## src/hdl/ang_cfg.svh

```systemverilog
// Angle readout constants: timing, link addresses, parameter defaults, angle scales
`ifndef ANG_CFG_SVH
`define ANG_CFG_SVH
// Timing
`define ANG_CLK_HZ 200000000
`define ANG_SAMPLE_HZ 12500
`define ANG_SAMPLE_CYC (`ANG_CLK_HZ / `ANG_SAMPLE_HZ)
`define ANG_STORE_WAIT_TIME_MS 20
`define ANG_STORE_CYC (`ANG_STORE_WAIT_TIME_MS * (`ANG_CLK_HZ / 1000))
`define ANG_ADDRESS_GAP_TIME_US 3
`define ANG_RESPONSE_WAIT_TIME_US 10
// Link addresses
`define ANG_ADR_ANGLE 8'h00
`define ANG_ADR_SIN 8'h01
`define ANG_ADR_COS 8'h02
`define ANG_ADR_DIR 8'h03
`define ANG_ADR_ROT 8'h40
`define ANG_ADR_OFFSET 8'h41
`define ANG_ADR_FILTER 8'h42
`define ANG_ADR_HYST 8'h43
`define ANG_ADR_LOT0 8'h80
`define ANG_ADR_LOT1 8'h81
`define ANG_ADR_LOT2 8'h82
// Parameter defaults and field limits
`define ANG_ROT_RST 1'b0
`define ANG_OFFSET_RST 14'h0000
`define ANG_OFFSET_MSB 13
`define ANG_FILTER_RST 8'h01
`define ANG_HYST_RST 8'h19
// Angle scales: tenths of a degree, fine units are sixteenths of a tenth
`define ANG_FULL_TENTHS 14'sh0E10
`define ANG_HALF_TENTHS 14'sh0708
`define ANG_FULL_FINE 18'sh0E100
`define ANG_HALF_FINE 18'sh07080
`define ANG_FINE_ROUND 18'sh00008
`define ANG_FINE_SHIFT 4
`define ANG_ADC_MID 15'sh0800
`define ANG_ITER_LAST 4'hB
// Synchroniser reset: {sclk, ss_n, mosi}
`define ANG_SYNC_RST 3'h2
`endif

```

## src/hdl/ang_pkg.sv

```systemverilog
// Angle readout types
package ang_pkg;
    typedef enum logic [1:0] {
        ANG_IDLE = 2'b00,
        ANG_ROT = 2'b01,
        ANG_MAP = 2'b11,
        ANG_FILT = 2'b10
    } ang_state_t;
endpackage

```

## src/hdl/ang_core.sv

```systemverilog
// Angle sensor digital core: sampling, angle math, filter, direction flag, serial slave
`timescale 1ns/1ps
`include "ang_cfg.svh"
module ang_core #(
    parameter int unsigned SAMPLE_CYC = `ANG_SAMPLE_CYC,
    parameter int unsigned STORE_CYC = `ANG_STORE_CYC,
    // Lot code value is arbitrary
    parameter logic [47:0] LOT_CODE = 48'h3030_3030_3030
) (
    // Clock, reset, enable
    input wire logic clk_i,
    input wire logic reset_i,
    input wire logic ce_i,
    // Converter
    input wire logic [11:0] adc_sin_i,
    input wire logic [11:0] adc_cos_i,
    output logic adc_start_o,
    // Serial link
    input wire logic sclk_i,
    input wire logic ss_n_i,
    input wire logic mosi_i,
    output logic miso_o,
    output logic miso_oe_o,
    // Status
    output logic [11:0] angle_o,
    output logic dir_flag_o,
    output logic store_busy_o
);

    // ---------------------------------------------
    // Helpers
    // ---------------------------------------------
    function automatic logic [11:0] wrap_tenths(input logic signed [13:0] v);
        logic signed [13:0] w;
        w = v;
        if (v < 14'sh0000) begin
            w = v + `ANG_FULL_TENTHS;
        end else if (v >= `ANG_FULL_TENTHS) begin
            w = v - `ANG_FULL_TENTHS;
        end
        wrap_tenths = w[11:0];
    endfunction

    function automatic logic signed [17:0] atan_lut(input logic [3:0] i);
        case (i)
            4'h0: atan_lut = 18'sh01C20;
            4'h1: atan_lut = 18'sh0109A;
            4'h2: atan_lut = 18'sh008C6;
            4'h3: atan_lut = 18'sh00474;
            4'h4: atan_lut = 18'sh0023C;
            4'h5: atan_lut = 18'sh0011E;
            4'h6: atan_lut = 18'sh0008F;
            4'h7: atan_lut = 18'sh00048;
            4'h8: atan_lut = 18'sh00024;
            4'h9: atan_lut = 18'sh00012;
            4'hA: atan_lut = 18'sh00009;
            default: atan_lut = 18'sh00004;
        endcase
    endfunction

    // ---------------------------------------------
    // Sample timing
    // ---------------------------------------------
    logic [31:0] smp_cnt_ff;
    logic tick_ff;

    always_ff @(posedge clk_i or posedge reset_i) begin
        if (reset_i) begin
            smp_cnt_ff <= 32'h0000_0000;
            tick_ff <= 1'b0;
        end else if (ce_i) begin
            tick_ff <= (smp_cnt_ff == SAMPLE_CYC - 1);
            if (smp_cnt_ff == SAMPLE_CYC - 1) begin
                smp_cnt_ff <= 32'h0000_0000;
            end else begin
                smp_cnt_ff <= smp_cnt_ff + 32'h0000_0001;
            end
        end
    end
    assign adc_start_o = tick_ff;

    AST_TICK: assert property (@(posedge clk_i) disable iff (reset_i || !ce_i)
        tick_ff |=> !tick_ff [*8])
        else $error("sample strobe repeats too soon");

    // ---------------------------------------------
    // Parameters and stores
    // ---------------------------------------------
    logic rot_ff;
    logic [13:0] offset_ff;
    logic [7:0] filt_m_ff;
    logic [7:0] hyst_ff;
    logic [31:0] store_cnt_ff;
    logic wr_go;
    logic [15:0] wr_data;
    logic [7:0] addr_ff;

    always_ff @(posedge clk_i or posedge reset_i) begin
        if (reset_i) begin
            rot_ff <= `ANG_ROT_RST;
            offset_ff <= `ANG_OFFSET_RST;
            filt_m_ff <= `ANG_FILTER_RST;
            hyst_ff <= `ANG_HYST_RST;
        end else if (ce_i && wr_go) begin
            // Out-of-range values and read-only addresses leave state untouched
            case (addr_ff)
                `ANG_ADR_ROT: begin
                    if (wr_data[15:1] == 15'h0000) begin
                        rot_ff <= wr_data[0];
                    end
                end
                `ANG_ADR_OFFSET: begin
                    if ({2'b00, wr_data} <= 18'(`ANG_FULL_TENTHS)) begin
                        offset_ff <= wr_data[`ANG_OFFSET_MSB:0];
                    end
                end
                `ANG_ADR_FILTER: begin
                    if (wr_data[15:8] == 8'h00 && wr_data[7:0] != 8'h00) begin
                        filt_m_ff <= wr_data[7:0];
                    end
                end
                `ANG_ADR_HYST: begin
                    if (wr_data[15:8] == 8'h00) begin
                        hyst_ff <= wr_data[7:0];
                    end
                end
                default: begin
                end
            endcase
        end
    end

    // Store busy models the slow nonvolatile write; the master must wait it out
    always_ff @(posedge clk_i or posedge reset_i) begin
        if (reset_i) begin
            store_cnt_ff <= 32'h0000_0000;
            store_busy_o <= 1'b0;
        end else if (ce_i) begin
            if (wr_go) begin
                store_cnt_ff <= STORE_CYC;
                store_busy_o <= 1'b1;
            end else if (store_cnt_ff != 32'h0000_0000) begin
                store_cnt_ff <= store_cnt_ff - 32'h0000_0001;
                store_busy_o <= (store_cnt_ff != 32'h0000_0001);
            end
        end
    end

    // ---------------------------------------------
    // Angle engine
    // ---------------------------------------------
    ang_pkg::ang_state_t state_ff;
    logic [3:0] it_ff;
    logic signed [14:0] x_ff;
    logic signed [14:0] y_ff;
    logic signed [17:0] z_ff;
    logic [11:0] sin_ff;
    logic [11:0] cos_ff;
    logic [11:0] meas_ff;
    logic [11:0] angle_ff;
    logic [11:0] dref_ff;
    logic dir_ff;
    logic signed [14:0] cx;
    logic signed [14:0] sy;
    logic signed [17:0] zw;
    logic [11:0] raw_t;
    logic [11:0] dir_t;
    logic [19:0] prod;
    logic [11:0] filt_new;
    logic signed [13:0] delta;
    logic signed [13:0] hyst_s;

    assign cx = $signed({3'b000, adc_cos_i}) - `ANG_ADC_MID;
    assign sy = $signed({3'b000, adc_sin_i}) - `ANG_ADC_MID;

    always_comb begin
        zw = (z_ff < 18'sh00000) ? z_ff + `ANG_FULL_FINE : z_ff;
        raw_t = wrap_tenths(14'((zw + `ANG_FINE_ROUND) >>> `ANG_FINE_SHIFT));
        if (rot_ff) begin
            dir_t = wrap_tenths(`ANG_FULL_TENTHS - $signed({2'b00, raw_t}));
        end else begin
            dir_t = raw_t;
        end
        prod = 20'(meas_ff) + 20'(filt_m_ff - 8'h01) * 20'(angle_ff);
        // Linear average: a step across the wrap point is smoothed the long way
        if (filt_m_ff <= 8'h01) begin
            filt_new = meas_ff;
        end else begin
            filt_new = 12'(prod / 20'(filt_m_ff));
        end
        delta = $signed({2'b00, filt_new}) - $signed({2'b00, dref_ff});
        if (delta > `ANG_HALF_TENTHS) begin
            delta = delta - `ANG_FULL_TENTHS;
        end else if (delta < -`ANG_HALF_TENTHS) begin
            delta = delta + `ANG_FULL_TENTHS;
        end
        hyst_s = $signed({6'h00, hyst_ff});
    end

    always_ff @(posedge clk_i or posedge reset_i) begin
        if (reset_i) begin
            state_ff <= ang_pkg::ANG_IDLE;
            it_ff <= 4'h0;
            x_ff <= 15'sh0000;
            y_ff <= 15'sh0000;
            z_ff <= 18'sh00000;
            sin_ff <= 12'h000;
            cos_ff <= 12'h000;
            meas_ff <= 12'h000;
        end else if (ce_i) begin
            case (state_ff)
                ang_pkg::ANG_IDLE: begin
                    if (tick_ff) begin
                        sin_ff <= adc_sin_i;
                        cos_ff <= adc_cos_i;
                        it_ff <= 4'h0;
                        // Fold the left half plane so the rotations converge
                        if (cx < 15'sh0000) begin
                            x_ff <= -cx;
                            y_ff <= -sy;
                            z_ff <= `ANG_HALF_FINE;
                        end else begin
                            x_ff <= cx;
                            y_ff <= sy;
                            z_ff <= 18'sh00000;
                        end
                        state_ff <= ang_pkg::ANG_ROT;
                    end
                end
                ang_pkg::ANG_ROT: begin
                    if (y_ff > 15'sh0000) begin
                        x_ff <= x_ff + (y_ff >>> it_ff);
                        y_ff <= y_ff - (x_ff >>> it_ff);
                        z_ff <= z_ff + atan_lut(it_ff);
                    end else begin
                        x_ff <= x_ff - (y_ff >>> it_ff);
                        y_ff <= y_ff + (x_ff >>> it_ff);
                        z_ff <= z_ff - atan_lut(it_ff);
                    end
                    it_ff <= it_ff + 4'h1;
                    if (it_ff == `ANG_ITER_LAST) begin
                        state_ff <= ang_pkg::ANG_MAP;
                    end
                end
                ang_pkg::ANG_MAP: begin
                    meas_ff <= wrap_tenths($signed({2'b00, dir_t}) - $signed(offset_ff));
                    state_ff <= ang_pkg::ANG_FILT;
                end
                default: begin
                    state_ff <= ang_pkg::ANG_IDLE;
                end
            endcase
        end
    end

    always_ff @(posedge clk_i or posedge reset_i) begin
        if (reset_i) begin
            angle_ff <= 12'h000;
            dref_ff <= 12'h000;
            dir_ff <= 1'b0;
        end else if (ce_i && state_ff == ang_pkg::ANG_FILT) begin
            angle_ff <= filt_new;
            if (delta > hyst_s) begin
                dir_ff <= 1'b1;
                dref_ff <= filt_new;
            end else if (delta < -hyst_s) begin
                dir_ff <= 1'b0;
                dref_ff <= filt_new;
            end
        end
    end
    assign angle_o = angle_ff;
    assign dir_flag_o = dir_ff;

    AST_ENGINE_LEN: assert property (@(posedge clk_i) disable iff (reset_i || !ce_i)
        (state_ff == ang_pkg::ANG_IDLE && tick_ff) |=> (state_ff == ang_pkg::ANG_ROT) [*8]
        ##1 (state_ff == ang_pkg::ANG_ROT) [*4]
        ##1 (state_ff == ang_pkg::ANG_MAP) ##1 (state_ff == ang_pkg::ANG_FILT))
        else $error("angle engine did not take twelve rotation steps");
    AST_BYPASS: assert property (@(posedge clk_i) disable iff (reset_i || !ce_i)
        (state_ff == ang_pkg::ANG_FILT && filt_m_ff == 8'h01) |=> angle_ff == $past(meas_ff))
        else $error("weight one did not pass the sample through");
    AST_FILTER_BETWEEN: assert property (@(posedge clk_i) disable iff (reset_i || !ce_i)
        (state_ff == ang_pkg::ANG_FILT) |=>
        ((angle_ff >= $past(angle_ff) && angle_ff <= $past(meas_ff)) ||
         (angle_ff <= $past(angle_ff) && angle_ff >= $past(meas_ff))))
        else $error("filtered angle outside old and new values");
    AST_ANGLE_RANGE: assert property (@(posedge clk_i) disable iff (reset_i || !ce_i)
        {2'b00, angle_ff} < 14'(`ANG_FULL_TENTHS))
        else $error("angle out of range");
    AST_DIR_UP: assert property (@(posedge clk_i) disable iff (reset_i || !ce_i)
        (state_ff == ang_pkg::ANG_FILT && delta > hyst_s) |=> dir_ff && dref_ff == $past(filt_new))
        else $error("direction flag missed a rise beyond hysteresis");

    // ---------------------------------------------
    // Serial link: pin synchronisers
    // ---------------------------------------------
    logic [2:0] s1_ff;
    logic [2:0] s2_ff;
    logic [2:0] s3_ff;
    logic [2:0] pin_ff;
    logic [2:0] pin_prev_ff;

    // A pin change counts only once the second and third stage agree
    always_ff @(posedge clk_i or posedge reset_i) begin
        if (reset_i) begin
            s1_ff <= `ANG_SYNC_RST;
            s2_ff <= `ANG_SYNC_RST;
            s3_ff <= `ANG_SYNC_RST;
            pin_ff <= `ANG_SYNC_RST;
            pin_prev_ff <= `ANG_SYNC_RST;
        end else if (ce_i) begin
            s1_ff <= {sclk_i, ss_n_i, mosi_i};
            s2_ff <= s1_ff;
            s3_ff <= s2_ff;
            pin_ff <= (s2_ff & s3_ff) | (pin_ff & (s2_ff ^ s3_ff));
            pin_prev_ff <= pin_ff;
        end
    end

    logic sclk_rise;
    logic sclk_fall;
    logic ss_fell;
    logic ss_act;
    assign sclk_rise = pin_ff[2] & ~pin_prev_ff[2];
    assign sclk_fall = ~pin_ff[2] & pin_prev_ff[2];
    assign ss_fell = ~pin_ff[1] & pin_prev_ff[1];
    assign ss_act = ~pin_ff[1];

    // ---------------------------------------------
    // Serial link: framing
    // ---------------------------------------------
    logic [2:0] bit_cnt_ff;
    logic [1:0] byte_cnt_ff;
    logic [7:0] rx_sr_ff;
    logic [7:0] val_hi_ff;
    logic rw_ff;
    logic skip_ff;
    logic [15:0] tx_sr_ff;
    logic [7:0] rx_next;
    logic byte_done;
    logic [15:0] rd_word;

    assign rx_next = {rx_sr_ff[6:0], pin_ff[0]};
    assign byte_done = ss_act && sclk_rise && bit_cnt_ff == 3'h7;
    assign wr_go = byte_done && byte_cnt_ff == 2'h3 && rw_ff && !store_busy_o;
    assign wr_data = {val_hi_ff, rx_next};

    always_comb begin
        case (addr_ff)
            `ANG_ADR_ANGLE: rd_word = {4'h0, angle_ff};
            `ANG_ADR_SIN: rd_word = {4'h0, sin_ff};
            `ANG_ADR_COS: rd_word = {4'h0, cos_ff};
            `ANG_ADR_DIR: rd_word = {15'h0000, dir_ff};
            `ANG_ADR_ROT: rd_word = {15'h0000, rot_ff};
            `ANG_ADR_OFFSET: rd_word = {2'b00, offset_ff};
            `ANG_ADR_FILTER: rd_word = {8'h00, filt_m_ff};
            `ANG_ADR_HYST: rd_word = {8'h00, hyst_ff};
            `ANG_ADR_LOT0: rd_word = LOT_CODE[47:32];
            `ANG_ADR_LOT1: rd_word = LOT_CODE[31:16];
            `ANG_ADR_LOT2: rd_word = LOT_CODE[15:0];
            default: rd_word = 16'h0000;
        endcase
    end

    always_ff @(posedge clk_i or posedge reset_i) begin
        if (reset_i) begin
            bit_cnt_ff <= 3'h0;
            byte_cnt_ff <= 2'h0;
            rx_sr_ff <= 8'h00;
            val_hi_ff <= 8'h00;
            addr_ff <= `ANG_ADR_ANGLE;
            rw_ff <= 1'b0;
            skip_ff <= 1'b0;
            tx_sr_ff <= 16'h0000;
        end else if (ce_i) begin
            if (ss_fell) begin
                bit_cnt_ff <= 3'h0;
                byte_cnt_ff <= 2'h0;
                addr_ff <= `ANG_ADR_ANGLE;
                rw_ff <= 1'b0;
                skip_ff <= 1'b0;
                tx_sr_ff <= {4'h0, angle_ff};
            end else if (ss_act && sclk_rise) begin
                rx_sr_ff <= rx_next;
                bit_cnt_ff <= bit_cnt_ff + 3'h1;
                if (bit_cnt_ff == 3'h7) begin
                    // Count wraps every four bytes so angle reads may repeat
                    byte_cnt_ff <= byte_cnt_ff + 2'h1;
                    case (byte_cnt_ff)
                        2'h0: addr_ff <= rx_next;
                        2'h1: begin
                            rw_ff <= rx_next[0];
                            tx_sr_ff <= rx_next[0] ? 16'h0000 : rd_word;
                            skip_ff <= 1'b1;
                        end
                        2'h2: val_hi_ff <= rx_next;
                        default: begin
                        end
                    endcase
                end
            end else if (ss_act && sclk_fall) begin
                // A freshly loaded word keeps its first bit for the next rise
                if (skip_ff) begin
                    skip_ff <= 1'b0;
                end else begin
                    tx_sr_ff <= {tx_sr_ff[14:0], 1'b0};
                end
            end
        end
    end

    always_ff @(posedge clk_i or posedge reset_i) begin
        if (reset_i) begin
            miso_o <= 1'b0;
            miso_oe_o <= 1'b0;
        end else if (ce_i) begin
            miso_o <= tx_sr_ff[15];
            miso_oe_o <= ss_act;
        end
    end

    AST_SS_RESET: assert property (@(posedge clk_i) disable iff (reset_i || !ce_i)
        ss_fell |=> bit_cnt_ff == 3'h0 && byte_cnt_ff == 2'h0 &&
        tx_sr_ff == {4'h0, $past(angle_ff)})
        else $error("select fall did not reset the interface");
    AST_OFFSET_UPPER: assert property (@(posedge clk_i) disable iff (reset_i || !ce_i)
        (byte_done && byte_cnt_ff == 2'h1 && !rx_next[0] && addr_ff == `ANG_ADR_OFFSET)
        |=> tx_sr_ff[15:14] == 2'b00 && tx_sr_ff[13:0] == offset_ff)
        else $error("offset read returned wrong word");
    AST_FILTER_REJECT: assert property (@(posedge clk_i) disable iff (reset_i || !ce_i)
        (wr_go && addr_ff == `ANG_ADR_FILTER && wr_data == 16'h0000)
        |=> filt_m_ff == $past(filt_m_ff))
        else $error("out-of-range filter weight was stored");
    AST_OE: assert property (@(posedge clk_i) disable iff (reset_i || !ce_i)
        ss_act [*2] |=> miso_oe_o ##0 miso_o == $past(tx_sr_ff[15]))
        else $error("output not driven while selected");

endmodule // ang_core

```

## config.mk

```make
export PLATFORM = sky130hd
export DESIGN_NAME = ang_core
export DESIGN_NICKNAME = d
export VERILOG_FILES = /design/src/hdl/ang_pkg.sv /design/src/hdl/ang_core.sv
export VERILOG_INCLUDE_DIRS = /design/src /design/src/hdl
export SDC_FILE = /design/constraint.sdc
export NUM_CORES = 2
export LEC_CHECK = 0
export BUFFER_PORTS_ARGS = -buffer_cell sky130_fd_sc_hd__buf_2
export CAP_MARGIN = 0
export CORE_MARGIN = 5
export CORE_UTILIZATION = 45
export DETAILED_ROUTE_END_ITERATION = 8
export HOLD_SLACK_MARGIN = 0.03
export SYNTH_ARGS = -nofsm -noshare
export SYNTH_HDL_FRONTEND = slang
export SYNTH_SLANG_ARGS = --single-unit
```

## constraint.sdc

```tcl
create_clock -name clk_i -period 136.9 [get_ports clk_i]
set_input_delay 34.225 -clock clk_i [delete_from_list [all_inputs] [get_ports clk_i]]
set_output_delay 34.225 -clock clk_i [all_outputs]
set_load 0.02 [all_outputs]
```

# Yosys cells after proc, flatten, opt, wreduce, memory -nomap -nowiden
# Memories as Yosys holds them, arrays and structs flattened.
# Index checks and enable logic that the tools add are counted.
# totals
output_inout_bits,17
mem_count,2
reg_bits,275
elab_cells,235
rom_bits,416
# classes
multipliers,1
div_mod_pow,1
bitwise,11
n_mux,69
shifts,2
add_sub_neg,31
magnitude_cmp,15
n_eq_ne,25
reduce_logical,44
# mem_list
name,words,width,rd,rd_ports_with_merged_regs,write_ports,line,source
(no name shown),16,13,1,0,0,ang_core.sv:45,case (i)
(no name shown),16,13,1,0,0,ang_core.sv:45,
# op_table
operator,count
$mux W18,9
$pmux W14 S9,1
$mux W12,10
$mux W15,7
$mux W16,6
$mux W32,3
$pmux W15 S2,2
$mux W14,3
$add A12 B10 Y12 const B,3
$pmux W18 S2,1
$sub A12 B10 Y12 const B,3
$add A32 B1 Y32 const B,1
$eq A32 B14 Y1 const B,1
$eq A8 B7 Y1 const B,4
$mux W8,4
$ne A32 B1 Y1 const B,1
$reduce_bool A32 Y1,1
$sub A32 B1 Y32 const B,1
$add A15 B15 Y15,2
$neg A13 Y15,2
$sshr A15 B4 Y15,2
$sub A15 B15 Y15,2
$ge A14 B13 Y1 const B,2
$lt A14 B1 Y1 const B,2
61 further kinds,126

# Depth between registers and ports, before layout
# logic_depth
ltp_word,15
mapped_depth,284

# Worst setup path before layout
# Ideal clock, no wire load.
# synth_timing
kind,register to register
start,reg filt_m_ff[0]
end,reg dref_ff[11]
synth_period_minus_slack_ns,51.859
n_path_buf,17
arrival_time_ns,51.734
setup_slack_ns,85.041
stages_incl_launch_ff,272
setup_time_ns,0.125
path_cell_list,dfstp_2 > inv_1 > clkbuf_1 > ha_1 > nand2_1 > nor3_1 > xnor2_1 > clkbuf_1 > nand2_1 > fa_1 > inv_1 > fa_1 > fa_1 > inv_1 > fa_1 > inv_1 > ha_1 > ha_1 > (+236 left out) > xnor2_1 > ha_1 > a21oi_1 > nor2b_1 > o21ai_0 > nand2b_1 > a21oi_1 > nor2b_1 > o21ai_0 > nand2b_1 > a21oi_1 > nor2b_1 > o21ai_0 > nand3_1 > a21oi_1 > nor2_1 > clkbuf_1 > mux2_2
# synth_between
elab_chain_cells,12
word_cells_on_any_way,19
cone_classes,5 x add/sub; 1 x mul; 1 x div; 5 x order compare; 5 x mux; 2 x reduce/logical
# synth_lines
item,line,source
from (decl),ang_core.sv:91,logic [7:0] filt_m_ff;
from (signal assigned),ang_core.sv:102,filt_m_ff <= `ANG_FILTER_RST;
from (signal assigned),ang_core.sv:119,filt_m_ff <= wr_data[7:0];
$sub A8 B1 Y9,ang_core.sv:184,prod = 20'(meas_ff) + 20'(filt_m_ff - 8'h01) * 20'(angle_ff);
$mul A9 B13 Y20,ang_core.sv:184,
$add A12 B20 Y20,ang_core.sv:184,
$div A20 B8 Y20,ang_core.sv:189,filt_new = 12'(prod / 20'(filt_m_ff));
$mux W12 *,ang_core.sv:186,if (filt_m_ff <= 8'h01) begin
$sub A12 B12 Y13,ang_core.sv:191,"delta = $signed({2'b00, filt_new}) - $signed({2'b00, dref_ff});"
$add A13 B13 Y14 (no line) or $lt A13 B12 Y1 (tied branches),--,
$mux W14,ang_core.sv:194,end else if (delta < -`ANG_HALF_TENTHS) begin
$mux W14,ang_core.sv:192,if (delta > `ANG_HALF_TENTHS) begin
$gt A14 B9 Y1 or $lt A14 B14 Y1 (tied branches),"ang_core.sv:263, ang_core.sv:266",
$reduce_bool A2 Y1 (no line),--,
$reduce_and A2 Y1 (no line),--,
to (signal assigned),ang_core.sv:265,dref_ff <= filt_new;
to (signal assigned),ang_core.sv:268,dref_ff <= filt_new;
to (decl),ang_core.sv:161,logic [11:0] dref_ff;
# Mark *: on every way between the ends. The rest lies on a longest branch, timed or not. The select of a mux whose other input is x is not followed.
# A chain may end at the register's enable or synchronous reset.

# Worst setup path in the final report
# layout_timing
start,reg filt_m_ff[0]
end,reg dref_ff[4]
# The elaborated chain is that of the path after synthesis.

==> results.yml <==
power:
  switching_share_pct: 30.2
  leakage_nw: 16.5
  p_seq_share_pct: 45.2
  combPwrFrac_pct: 14.6
  p_int_w: 0.000153
  vdd_drop_max_mv: 0.0124
  power_frac_clock_pct: 40.1
  power_density_nw_per_um2: 6.45
  switchingPower_w: 0.0000663
synthesis:
  ys_seq_area_share_pct: 21.6
  synth_area_leaders: "dfrtp_1, ha_1, fa_1, nand2_1, xnor2_1"
  synthesis.instances: 3924
  synth_common_cells: "nand2_1, ha_1, nor2_1"
  postSynthAreaPerCell_um2: 8.10
  async_flop_share_pct: 100
  synth.distinct_cells: 106
  synth_warnings: 0
  netlist_area_um2: 31800
  synth_flop_cell: "dfrtp_1"
  synth_seq_cells: 274
  synth_largest_area_cell: "dfrtp_1"
  synth_edf_count: 0
  synth_most_common_cell: "nand2_1"
  syn-num-nets: 4364
  synth_top_area_share_pct: 20.9
global_routing:
  grt_first_pass_wirelength_um: 144000
  grtUsageTotal_pct: 23.1
  grt_pass1_vias: 26000
  grt-ovfl-total: 0
  antenna_found_initial: 0
  grt_max_degree: 169
clocking:
  h-tree-depth: 1
  cts_tree: "built"
  cts_num_sinks: 274
  clk_pin_slew_ps: 60
  clockBufferDepth: 3
  cts_root_buf: "clkbuf_16"
  clk_latency_ps: 600
  post_cts_buffers: 0
  ctsHoldBuffers: 0
  post_cts_resized: 0
  cts_buffers: 31
worst_hold_path:
  min_path_cells: 1
  hp-class: "flop to flop"
  worstHoldStart: "tx_sr_ff[5]$_DFFE_PP0P_"
  min_to: "tx_sr_ff[5]$_DFFE_PP0P_"
worst_setup_path:
  crit_arrival_ps: 58310
  cp_slowest_cell: "nor2_1"
  reg2reg_from: "filt_m_ff[0]$_DFFE_PP1P_"
  r2r_slack_ps: 79080
  max_stage_delay_ps: 890
  criticalPathCategory: "flop to flop"
  r2r_cells: 249
  end_kind: "flop"
  crit_fanout: 17
  crit_top_cell: "o21a_1"
  crit-reg2reg-capture: "dref_ff[4]$_DFFE_PP0P_"
  cp_data_required_time_ps: 137390
  cp-start-kind: "flop"
drt:
  vias_per_cell: 5.76
  drtAntennaViolNets: 0
  drc: 0
  wl_per_cell_um: 18.4
  vias: 27900
  drt_iter0_markers: 2080
  wl_um: 89200
  drt_first_pass_iters: 8
sta:
  drv_slew: 0
  setup_viol: 0
  fin_setup_tns_ps: 0
  max-slew-margin-rel_pct: 23.2
  worstMarginPinSlew_ps: 1150
  rsz0062_at_grt: "false"
  period_needed_ps: 57820
  skew_ps: 27.6
  finalCritPeriodShare_pct: 42.2
  clock.fmax_mhz: 17.3
  final_hold_viol_count: 0
placed_design:
  io_buffer_count: 46
  postPlaceCellArea_um2: 32900
  gp_congestion: 0.922
  dpl.hpwl_um: 68800
outcome:
  outcome: "finished, final reports clean"
die:
  die_area_um2: 76100
  dieWidth_um: 276
  start_util_pct: 45.4
  core_um2: 70000
  num_rows: 97
  boundaryPins: 47
  die_h_um: 276
layout:
  drive_gt1_share_pct: 8.56
  nets: 4331
  fin_area_um2: 34000
  area_growth_pct: 6.92
flow_run:
  drv_cap: 0
state kept, by name, indices dropped and copies added (netlist names), 12 cells and up:
signal	cells
smp_cnt_ff	32
store_cnt_ff	32
z_ff	18
tx_sr_ff	16
x_ff	15
y_ff	15
offset_ff	14
angle_o	12
cos_ff	12
dref_ff	12
meas_ff	12
sin_ff	12
power groups by stage:
stage          Sequential [W]   Clock, W  Combinational [W]
3_3_place_gp         0.000101          0          0.0000316
6_report            0.0000992  0.0000880          0.0000321
5_1_grt              0.000101  0.0000933          0.0000367
4_1_cts             0.0000992  0.0000899          0.0000321
3_5_place_dp         0.000100          0          0.0000321
2_1_floorplan       0.0000963          0          0.0000256
cell type report:
cell class	instances	area, µm²
tap	940	1180
antenna	1	2.50
clock buffer	42	877
timing repair buffer	74	453
fill	6881	36000
inverter	237	897
clock inverter	13	191
multi-input combinational	3273	23500
sequential	274	6870
layer usage:
layer | part of all wire (%) | wire [µm] | vias to the layer above | global-route usage [%]
met5 | 0 | 0 | - | 0
met2 | 42 | 37200 | 685 | 34.6
li1 | - | - | 13900 | -
met4 | 2.1 | 1900 | 0 | 4.52
met3 | 5.9 | 5300 | 98 | 3.06
met1 | 50 | 44800 | 13200 | 35.6
worst max-delay path, delay by kind of cell (launching register included):
family | cells | cell delay [ps]
muxes | 7 | 2370
and+or+nand+nor | 70 | 13890
xor gates and xnor gates | 4 | 1510
DFF | 1 | 660
AOI/OAI and AO/OA | 127 | 28540
adders and majority gates | 30 | 9650
buffers and inverters | 11 | 1000
cell usage in the layout, fill, tap and decap left out, types with 58 or more instances in the layout:
master,synthesis,final
inv_1,236,235
xor2_1,101,101
fa_1,85,85
nand3_1,79,79
o21a_1,79,79
nand2_1,440,440
nor2_1,316,315
o21ai_0,268,266
nor3_1,128,128
a21o_1,92,92
ha_1,325,325
nand2b_1,58,58
mux2_2,116,116
a21oi_1,250,250
dfrtp_1,265,264
xnor2_1,188,188
worst max-delay path by stage:
stage,start,end,slack [ps]
after floorplan,filt_m_ff[0]$_DFFE_PP1P_,dref_ff[11]$_DFFE_PP0P_,85040
after global placement,filt_m_ff[0]$_DFFE_PP1P_,dref_ff[7]$_DFFE_PP0P_,81110
after detailed placement,filt_m_ff[0]$_DFFE_PP1P_,dref_ff[10]$_DFFE_PP0P_,79810
after CTS,filt_m_ff[0]$_DFFE_PP1P_,dref_ff[10]$_DFFE_PP0P_,79500
after global routing,filt_m_ff[0]$_DFFE_PP1P_,dref_ff[4]$_DFFE_PP0P_,73660
final,filt_m_ff[0]$_DFFE_PP1P_,dref_ff[4]$_DFFE_PP0P_,79080
stage by stage:
step	hold WS, ps	std cells	worst slack, ps	power (W)	util, %
after floorplan	441	3924	85040	0.000122	-
after global placement	456	4798	81110	0.000132	47.0
after detailed placement	458	4798	79810	0.000133	47.0
after CTS	472	4853	79500	0.000221	48.5
after global routing	486	4853	73660	0.000231	48.5
final	475	4854	79080	0.000219	48.6
logic make-up (layout without fill, tap and decap cells):
group	count (synthesis)	after routing	synth area share (%)
and+or+nand+nor	1376	1376	20.9
adders and majority gates	410	410	18.1
DFF	274	274	21.6
muxes	173	173	6.00
xor gates and xnor gates	289	289	7.96
other	0	1	0
buffers and inverters	377	366	4.58
AOI/OAI and AO/OA	1025	1025	20.8
(Power assumes the default switching activity.)
